$ cat config.mk
export PLATFORM = sky130hd
export DESIGN_NAME = nvm_access_regs
export DESIGN_NICKNAME = d
export VERILOG_FILES = /design/src/nvm_pkg.sv /design/src/nvm_access_regs.sv /design/src/nvm_array.sv
export SDC_FILE = /design/constraint.sdc
export NUM_CORES = 1
export LEC_CHECK = 0
export BUFFER_PORTS_ARGS = -buffer_cell sky130_fd_sc_hd__buf_2
export CORE_MARGIN = 3
export CORE_UTILIZATION = 30
export DETAILED_ROUTE_END_ITERATION = 8
export SETUP_SLACK_MARGIN = 0.5
export SLEW_MARGIN = 10
export SYNTH_ARGS = -nofsm -noshare
export SYNTH_HDL_FRONTEND = slang
export SYNTH_SLANG_ARGS = --single-unit
$ cat constraint.sdc
create_clock -name i_ref_clk -period 2.5 [get_ports i_ref_clk]
set_clock_uncertainty 0.05 [all_clocks]
set_input_delay 0.5 -clock i_ref_clk [delete_from_list [all_inputs] [get_ports i_ref_clk]]
set_output_delay 0.5 -clock i_ref_clk [all_outputs]
set_load 0.02 [all_outputs]
$ cat src/nvm_pkg.sv
// shared constants for the nvm data access register block
package nvm_pkg;
    localparam int NVM_WORDS_SMALL = 32;
    localparam int NVM_WORDS_LARGE = 64;
    localparam int NVM_ABITS_SMALL = 5;
    localparam int NVM_ABITS_LARGE = 6;
    localparam logic [7:0] NVM_CONTROL_OFS = 8'h40;
    localparam logic [7:0] NVM_CONTROL_BANK = 8'h01;
    localparam logic [7:0] NVM_ADDRESS_OFS = 8'h1e;
    localparam logic [7:0] NVM_DATA_OFS = 8'h1f;
    localparam int CTL_WRITE_PERMIT = 3;
    localparam int CTL_WRITE_START = 2;
    localparam int CTL_READ_PERMIT = 1;
    localparam int CTL_READ_START = 0;
    localparam logic [3:0] CTL_RESET = 4'h0;
    localparam logic [7:0] ADDR_RESET = 8'h00;
    localparam logic [7:0] DATA_RESET = 8'h00;
    localparam int WRITE_TIME_US = 2;
    localparam int CLK_MHZ = 40;
    localparam int WRITE_CYCLES = WRITE_TIME_US * CLK_MHZ;
    localparam int READ_CYCLES = 2;
    typedef enum logic [1:0] {NVM_IDLE, NVM_READ, NVM_WRITE} nvm_state_e;
endpackage

$ cat src/nvm_access_regs.sv
// nvm data access registers: address, data and indirect control
`timescale 1ns/1ps
// Behaviour
// RL1: byte array of 32 (small) or 64 (large variant) locations.
// RL2: every transfer moves one byte; array not in the memory map.
// RL3: access controlled only by address, data and control registers.
// RL4: address and data registers sit in bank 0, directly addressed.
// RL5: control register at 40h of bank 1, only via indirect access.
// RL6: address register has 5 or 6 bits; upper bits read zero.
// RL7: bit3 permits writes; bit2 starts write, self-clears, needs bit3.
// RL8: bit1 permits reads; bit0 starts read, self-clears, needs bit1.
// RL9: a finished read loads the addressed byte into the data register.
module nvm_access_regs
    import nvm_pkg::*;
#(
    parameter bit LARGE = 1'b1
) (
    input wire logic i_ref_clk,
    input wire logic i_sys_rst,
    input wire logic i_direct_wr,
    input wire logic i_direct_rd,
    input wire logic [7:0] i_direct_addr,
    input wire logic i_indirect_wr,
    input wire logic i_indirect_rd,
    input wire logic [7:0] i_indirect_pointer_one,
    input wire logic [7:0] i_bank_select,
    input wire logic [7:0] i_wdata,
    output logic [7:0] o_rdata,
    output logic o_busy
);
    localparam int ABITS = LARGE ? NVM_ABITS_LARGE : NVM_ABITS_SMALL; // RL1
    localparam logic [7:0] AMASK = LARGE ? 8'h3f : 8'h1f; // RL6
    localparam logic [7:0] CNT_ZERO = 8'h00;

    // direct addressing always lands in bank 0, whatever bank_select holds
    function automatic logic direct_hit(input logic [7:0] addr, input logic [7:0] ofs);
        return addr == ofs;
    endfunction

    // a start bit only takes when its permit was set by an earlier write
    function automatic logic start_taken(input logic [7:0] wdata, input logic [3:0] ctl,
        input int start_bit, input int permit_bit);
        return wdata[start_bit] && ctl[permit_bit];
    endfunction

    // preload so that the last cycle of a phase is the one counted at zero
    function automatic logic [7:0] cycles_to_count(input int cycles);
        return 8'(cycles - 1);
    endfunction

    function automatic logic [7:0] count_down(input logic [7:0] cnt);
        return cnt - 8'h01;
    endfunction

    // upper control bits are unimplemented and read zero
    function automatic logic [7:0] ctl_view(input logic [3:0] ctl);
        return {4'h0, ctl};
    endfunction

    logic [7:0] nvm_address_q, nvm_address_d;
    logic [7:0] nvm_data_q, nvm_data_d;
    logic [3:0] nvm_control_q, nvm_control_d;
    logic [7:0] arr_rdata;
    logic arr_we;

    nvm_state_e state_q, state_d;
    logic [7:0] cnt_q, cnt_d;
    logic write_done, read_done;

    logic sel_addr, sel_data, sel_ctl;
    logic wr_addr, wr_data, wr_ctl;
    logic set_write_start, set_read_start;

    // strobes count only with their select matching
    assign sel_addr = direct_hit(i_direct_addr, NVM_ADDRESS_OFS); // RL4
    assign sel_data = direct_hit(i_direct_addr, NVM_DATA_OFS); // RL4
    assign sel_ctl = (i_indirect_pointer_one == NVM_CONTROL_OFS)
        && (i_bank_select == NVM_CONTROL_BANK); // RL5

    assign wr_addr = i_direct_wr && sel_addr;
    assign wr_data = i_direct_wr && sel_data;
    assign wr_ctl = i_indirect_wr && sel_ctl;
    assign set_write_start = wr_ctl
        && start_taken(i_wdata, nvm_control_q, CTL_WRITE_START, CTL_WRITE_PERMIT); // RL7
    assign set_read_start = wr_ctl
        && start_taken(i_wdata, nvm_control_q, CTL_READ_START, CTL_READ_PERMIT); // RL8

    nvm_array #(.ABITS(ABITS)) u_array (
        .i_ref_clk(i_ref_clk),
        .i_we(arr_we),
        .i_addr(nvm_address_q[ABITS-1:0]),
        .i_wdata(nvm_data_q),
        .o_rdata(arr_rdata)
    ); // RL2

    // sequencer; write wins if both start bits are pending
    always_comb begin
        state_d = state_q;
        cnt_d = cnt_q;
        arr_we = 1'b0;
        write_done = 1'b0;
        read_done = 1'b0;
        case (state_q)
            NVM_IDLE: begin
                if (nvm_control_q[CTL_WRITE_START]) begin
                    state_d = NVM_WRITE;
                    cnt_d = cycles_to_count(WRITE_CYCLES);
                    arr_we = 1'b1; // RL7
                end else if (nvm_control_q[CTL_READ_START]) begin
                    state_d = NVM_READ;
                    cnt_d = cycles_to_count(READ_CYCLES);
                end
            end
            NVM_WRITE: begin
                // the array took the byte on entry; this only times the cycle
                if (cnt_q == CNT_ZERO) begin
                    write_done = 1'b1; // RL7
                    state_d = NVM_IDLE;
                end else begin
                    cnt_d = count_down(cnt_q);
                end
            end
            NVM_READ: begin
                // registered array output has settled by the zero count
                if (cnt_q == CNT_ZERO) begin
                    read_done = 1'b1; // RL8
                    state_d = NVM_IDLE;
                end else begin
                    cnt_d = count_down(cnt_q);
                end
            end
            default: begin
                state_d = NVM_IDLE;
                cnt_d = CNT_ZERO;
            end
        endcase
    end

    always_ff @(posedge i_ref_clk) begin
        if (i_sys_rst) begin
            state_q <= NVM_IDLE;
            cnt_q <= CNT_ZERO;
        end else begin
            state_q <= state_d;
            cnt_q <= cnt_d;
        end
    end

    // address register: software writes only
    always_comb begin
        nvm_address_d = nvm_address_q;
        if (wr_addr) begin
            nvm_address_d = i_wdata & AMASK; // RL6
        end
    end

    always_ff @(posedge i_ref_clk) begin
        if (i_sys_rst) begin
            nvm_address_q <= ADDR_RESET;
        end else begin
            nvm_address_q <= nvm_address_d;
        end
    end

    // a finishing read wins over a software write in the same cycle
    always_comb begin
        nvm_data_d = nvm_data_q;
        if (read_done) begin
            nvm_data_d = arr_rdata; // RL9
        end else if (wr_data) begin
            nvm_data_d = i_wdata; // RL4
        end
    end

    always_ff @(posedge i_ref_clk) begin
        if (i_sys_rst) begin
            nvm_data_q <= DATA_RESET;
        end else begin
            nvm_data_q <= nvm_data_d;
        end
    end

    // software only sets start bits; a set in the finishing cycle wins
    always_comb begin
        nvm_control_d = nvm_control_q;
        if (write_done) begin
            nvm_control_d[CTL_WRITE_START] = 1'b0; // RL7
        end
        if (read_done) begin
            nvm_control_d[CTL_READ_START] = 1'b0; // RL8
        end
        if (wr_ctl) begin
            nvm_control_d[CTL_WRITE_PERMIT] = i_wdata[CTL_WRITE_PERMIT]; // RL7
            nvm_control_d[CTL_READ_PERMIT] = i_wdata[CTL_READ_PERMIT]; // RL8
        end
        if (set_write_start) begin
            nvm_control_d[CTL_WRITE_START] = 1'b1; // RL7
        end
        if (set_read_start) begin
            nvm_control_d[CTL_READ_START] = 1'b1; // RL8
        end
    end

    always_ff @(posedge i_ref_clk) begin
        if (i_sys_rst) begin
            nvm_control_q <= CTL_RESET;
        end else begin
            nvm_control_q <= nvm_control_d;
        end
    end

    // read mux is combinational; unmapped reads return zero
    always_comb begin
        o_rdata = 8'h00;
        if (i_direct_rd && sel_addr) begin
            o_rdata = nvm_address_q; // RL6
        end else if (i_direct_rd && sel_data) begin
            o_rdata = nvm_data_q;
        end else if (i_indirect_rd && sel_ctl) begin
            o_rdata = ctl_view(nvm_control_q); // RL3
        end
    end

    // busy straight from state, so it drops on the clearing edge
    assign o_busy = state_q != NVM_IDLE;
endmodule

$ cat src/nvm_array.sv
// byte-wide storage array with registered read port
`timescale 1ns/1ps
module nvm_array
    import nvm_pkg::*;
#(
    parameter int ABITS = NVM_ABITS_LARGE
) (
    input wire logic i_ref_clk,
    input wire logic i_we,
    input wire logic [ABITS-1:0] i_addr,
    input wire logic [7:0] i_wdata,
    output logic [7:0] o_rdata
);
    logic [7:0] mem [0:(1<<ABITS)-1];
    logic [7:0] rdata_q;

    // contents survive reset, as a non-volatile store would
    always_ff @(posedge i_ref_clk) begin
        if (i_we) begin
            mem[i_addr] <= i_wdata;
        end
        rdata_q <= mem[i_addr];
    end
    assign o_rdata = rdata_q;
endmodule

After elaboration in Yosys (flattened, before gate mapping)
Memories as Yosys holds them, arrays and structs flattened. A register that Yosys moved wholly into a read port is not among the register bits.
Index checks and enable logic that the tools add are counted.
W data, S select, Z words.
Cells by class
  add/sub/neg operators: 1
  multiplexer cells: 24
  reduce and logical (&&, ||, !) cells: 20
  eq/ne operators: 9
Operator list (number)
  $mux W8: 7
  $eq A8 B5 Y1 const B: 2
  $pmux W8 S2: 1
  $logic_and A1 B1 Y1: 11
  $mux W1: 11
  $eq A8 B1 Y1 const B: 1
  $eq A8 B7 Y1 const B: 1
  $logic_not A8 Y1: 1
  $reduce_bool A2 Y1: 4
  $sub A8 B1 Y8 const B: 1
  $mux W2: 3
  $mux W4: 1
  $pmux W2 S2: 1
  $reduce_and A2 Y1: 2
  $ne A3 B3 Y1 const B: 1
  $eq A2 B1 Y1 const B: 1
  $eq A2 B2 Y1 const B: 1
  $logic_not A2 Y1: 1
  $ne A2 B1 Y1 const B: 1
  $ne A2 B2 Y1 const B: 1
  $reduce_or A2 Y1: 1
Word-level totals
  flip-flop bits (word level): 28
  memories kept: 1
  input bits: 38
  memory bits (writable): 512
  word-level logic and storage cells: 62
Memories
  u_array.mem: depth 64, bits a word 8, rd ports 1, clocked after memory_dff 1, write ports 1, RTL line nvm_array.sv:14  | logic [7:0] mem [0:(1<<ABITS)-1];

Depth between registers and ports, before layout
  depth after elaboration: 6
  gate-level depth with buffers: 11
  gate-level depth less buffers: 8

Modules after synthesis
A second synthesis with hierarchy kept.
Second synthesis, totals
  cell total of the unflattened synthesis: 1359
  area total of the unflattened synthesis: 22089.9 um2
By module, submodules not included
  nvm_array: cells an instance 1171, area an instance 20449.6 um2, instances 1
  nvm_access_regs: cells an instance 188, area an instance 1640.3 um2, instances 1

Least setup slack after synthesis
Ideal clock, no wire load.
  path type: input -> output
  from: input port i_direct_addr[4]
  to: output port o_rdata[0]
  path slack: -88 ps
  buffers on the path: 1
  data arrival time: 2038 ps
  stages on the path: 7
  required time: 1950 ps
  cells stage by stage: nor4b_1 > and4_1 > and3_1 > clkbuf_1 > nor3b_1 > a22oi_1 > a21oi_1
On the way
  word-level cells in the longest chain between the ends: 4
RTL lines
  start: declaration: RTL line nvm_access_regs.sv:22  | input wire logic [7:0] i_direct_addr,
  $eq A8 B5 Y1: RTL line nvm_access_regs.sv:37  | return addr == ofs;
  $logic_and A1 B1 Y1: RTL line nvm_access_regs.sv:217  | end else if (i_direct_rd && sel_data) begin
  $mux W8: RTL line nvm_access_regs.sv:217
  $mux W8 (*): RTL line nvm_access_regs.sv:215  | if (i_direct_rd && sel_addr) begin
  end: declaration: RTL line nvm_access_regs.sv:28  | output logic [7:0] o_rdata,
Mark *: on every way between the ends. The rest lies on a longest branch, timed or not.

==> summary.txt <==
Route
  • Vias per std cell: around 5.3
  • Routed Antenna Nets: 0
  • Final wirelength: 65.0 mm
  • Drt pass-1 iters: 7
  • # DRC: 0
  • First DRT Iteration DRCs: 1,769
  • Routed vias: around 14,000
  • Wirelength per Cell: 25.0 microns

STA
  • Max-slew violations: 0
  • Fin crit share: 100%
  • Maximum operating frequency: 399 MHz
  • RSZ-0062 raised after global routing: yes
  • Setup total negative slack: -0.00718 ns
  • Final min period: 2.51 ns
  • Final setup fails: 1
  • Min Hold Slack: roughly 0.12 ns
  • Final worst slack: -0.00718 ns
  • Worst rel slew slack: 39.0%
  • Measured slew at the worst slew-check pin: 0.913 ns
  • Fin. Hold Viols: 0

Yosys
  • Most used DFF post-synth: edfxtp_1
  • Yosys cell types: 64
  • Post-Syn Area: 21,900 sq um
  • Syn Area/Cell: 16.4 sq um
  • Sequential-to-total area share from yosys stat: 73.5%
  • Gate Count Post-Synth: roughly 1,300
  • EDFF count, synth: 512
  • Post-synth ARST share: 0%
  • Yosys reg bits: 548
  • Net Count, Synth: 1,375
  • Yosys warnings: 0

Placed design
  • Final GP Congestion: just over 0.9
  • HPWL after DPL: 40.9 mm
  • Buffers on Ports: 46
  • Worst slack, placed: -0.176 ns

Clock network
  • Hold buffer count at CTS: 0
  • Clk root buf: clkbuf_16
  • Clk sinks: about 550
  • H-tree levels: 2
  • Clock buffer depth: 3
  • Clock Latency Late Sink: 0.63 ns
  • Num CTS Buffers: 55
  • Clock transition at path regs: 0.06 ns
  • CTS tree: yes

Worst setup path
  • Crit path max-delay family: compound AO/OA/AOI/OAI gates
  • CP peak stage delay: 0.51 ns
  • CP Data Arrival Time: 2.92 ns
  • Req. time, crit path: 2.92 ns
  • Critical path's slowest cell: or4_1
  • Crit Path Max Fanout: 8
  • Buf/Inv on CP: 2
  • Setup crit end kind: flop
  • WS Path Type: flop to flop
  • Worst Setup Start Kind: flop
  • Crit path cell chain: buf_12 -> buf_6 -> mux2_4 -> a221o_1 -> a21oi_2 -> o22ai_2 -> or4_1

Job
  • Maxcap violations: 0

Run status
  • Status: finished, violations left
  • Violated checks: negative setup slack

Layout
  • Share of cells above drive strength 1: 37.4%
  • Synthesis-to-finish area growth: 31.1%
  • Final #Nets: approximately 1,700

Floorplan
  • Die H: 276 microns
  • # IOs: between 40 and 50
  • Core area: 72,000 sq um
  • Cell Rows: just under 100
  • Die width: 276 microns
  • DIE AREA: 76,300 sq um
  • Initial cell density of the core: 30.4%

Power and ir drop
  • Peak VDD IR: roughly 0.57 mV
  • Leak: 0.00941 uW
  • Pwr per Cell Area: around 640 nW/um^2
  • Total power: between 15,000 and 20,000 uW

Global route
  • Pin count of the biggest net entering global routing: 66
  • GR Overflow Total: 0
  • Total track usage: 16.4%
  • Wire length of the first global-routing pass: 93.7 mm
  • Vias in the first global route: 13,400
  • Initial antenna violation count: 2

Hold path
  • Hold Path Class: primary input to flop
[cells in the mapped netlist (5+ instances only)]
master | count | share of area [%]
inv_1 | 11 | 0.19
a211oi_1 | 16 | 0.55
a31oi_1 | 6 | 0.17
mux2i_1 | 114 | 5.2
o211ai_1 | 11 | 0.38
a32oi_1 | 11 | 0.44
and2_1 | 7 | 0.20
nand3_1 | 13 | 0.30
a221oi_1 | 10 | 0.40
nand2b_1 | 7 | 0.20
mux4_2 | 40 | 4.1
dfxtp_1 | 36 | 3.3
a21oi_1 | 62 | 1.4
or4_1 | 6 | 0.21
a221o_1 | 6 | 0.27
nor2b_1 | 9 | 0.26
edfxtp_1 | 512 | 70
nor2_1 | 133 | 2.3
a22o_1 | 8 | 0.32
o22ai_1 | 24 | 0.69
clkbuf_1 | 22 | 0.38
o21ai_0 | 42 | 0.96
nand2_1 | 47 | 0.81
buf_6 | 17 | 0.87
a22oi_1 | 37 | 1.3
buf_2 | 23 | 0.53
mux2_2 | 25 | 1.3
buf_4 | 12 | 0.41
ha_1 | 5 | 0.29
[layout make-up]
| type | instances | area, sq um |
|---|---|---|
| Fill cell | 6402 | 43300 |
| Sequential cell | 548 | 16100 |
| Timing Repair Buffer | 295 | 3220 |
| Inverter | 13 | 53.8 |
| Clock buffer | 75 | 1510 |
| Tap cell | 950 | 1190 |
| Antenna cell | 2 | 5.00 |
| Clock inverter | 29 | 328 |
| Multi-Input combinational cell | 694 | 6280 |
[kinds of logic (layout without fill, tap and decap cells)]
logic type | Yosys count | count (layout) | share of synthesized area (%)
AO/OA/AOI/OAI | 253 | 253 | 7.69
XOR/XNOR | 1 | 1 | 0.0400
adder cells (fa/ha/maj) | 5 | 5 | 0.286
buffers and inverters | 90 | 412 | 2.46
flip-flops | 548 | 548 | 73.5
multiplexers | 182 | 182 | 10.8
other | 0 | 2 | 0
AND/OR/NAND/NOR | 253 | 253 | 5.29
[repair_timing]
item	4_1_cts	5_1_grt
resized for setup	142	138
setup endpoints to repair	543	281
pin swaps	52	38
setup buffers	65	12
cloned	3	2
[metrics by stage]
step	instances	instance area [sq um]	utilization, %
floorplan	1332	22300	-
global placement	2418	24700	34.3
detailed placement	2418	24700	34.3
CTS	2590	28000	38.9
global route	2604	28700	39.9
finish	2606	28700	39.9
[worst paths after layout]
path / startpoint / end / slack [ns] / cells past startpoint
min reg2reg: cnt_q[7] / cnt_q[7] / 0.42 / 2
min: i_wdata[5] / nvm_address_q[5] / 0.12 / 3
max reg2reg: nvm_address_q[2] / u_array.o_rdata[5] / -0.007 / 7
max: nvm_address_q[2] / u_array.o_rdata[5] / -0.007 / 7
[layer usage]
layer | GRT usage [%] | vias to the layer above | wire length [microns]
met2 | 26.1 | 730 | 30400
met3 | 3.40 | 132 | 5360
met4 | 5.63 | 0 | 2260
met1 | 22.5 | 7085 | 27000
li1 | - | 5858 | -
met5 | 0 | - | 0
[registers in the layout, indices dropped and copies added, names as in the netlist]
register,cells
cnt_q,8
nvm_address_q,6
nvm_control_q,4
nvm_data_q,8
state_q,2
u_array.mem,512
u_array.o_rdata,8
[tightest hold or removal path, stage by stage]
cell     delay [ns]
buf_2          0.09
mux2i_1        0.06
nor2_1         0.07
[layout by cell type, fill, tap and decap left out, types with 14 or more instances in the layout]
master / n
a211oi_1: 14
a21oi_1: 50
a22oi_1: 32
buf_12: 48
buf_2: 28
buf_4: 139
buf_6: 56
buf_8: 18
clkbuf_1: 14
clkbuf_16: 57
dfxtp_1: 20
edfxtp_1: 512
mux2_2: 24
mux2i_1: 102
mux4_2: 40
nand2_1: 37
nor2_1: 65
nor2_4: 57
o21ai_0: 35
o22ai_1: 19
[where the power goes]
group	total, uW	leakage, uW	internal [uW]	switching, uW
Sequential	9870	0.00504	9870	1.81
Combinational	100	0.00347	49.8	50.2
Clock	8280	0.000888	4780	3500
Note: power is estimated with default switching activity, not from simulation.
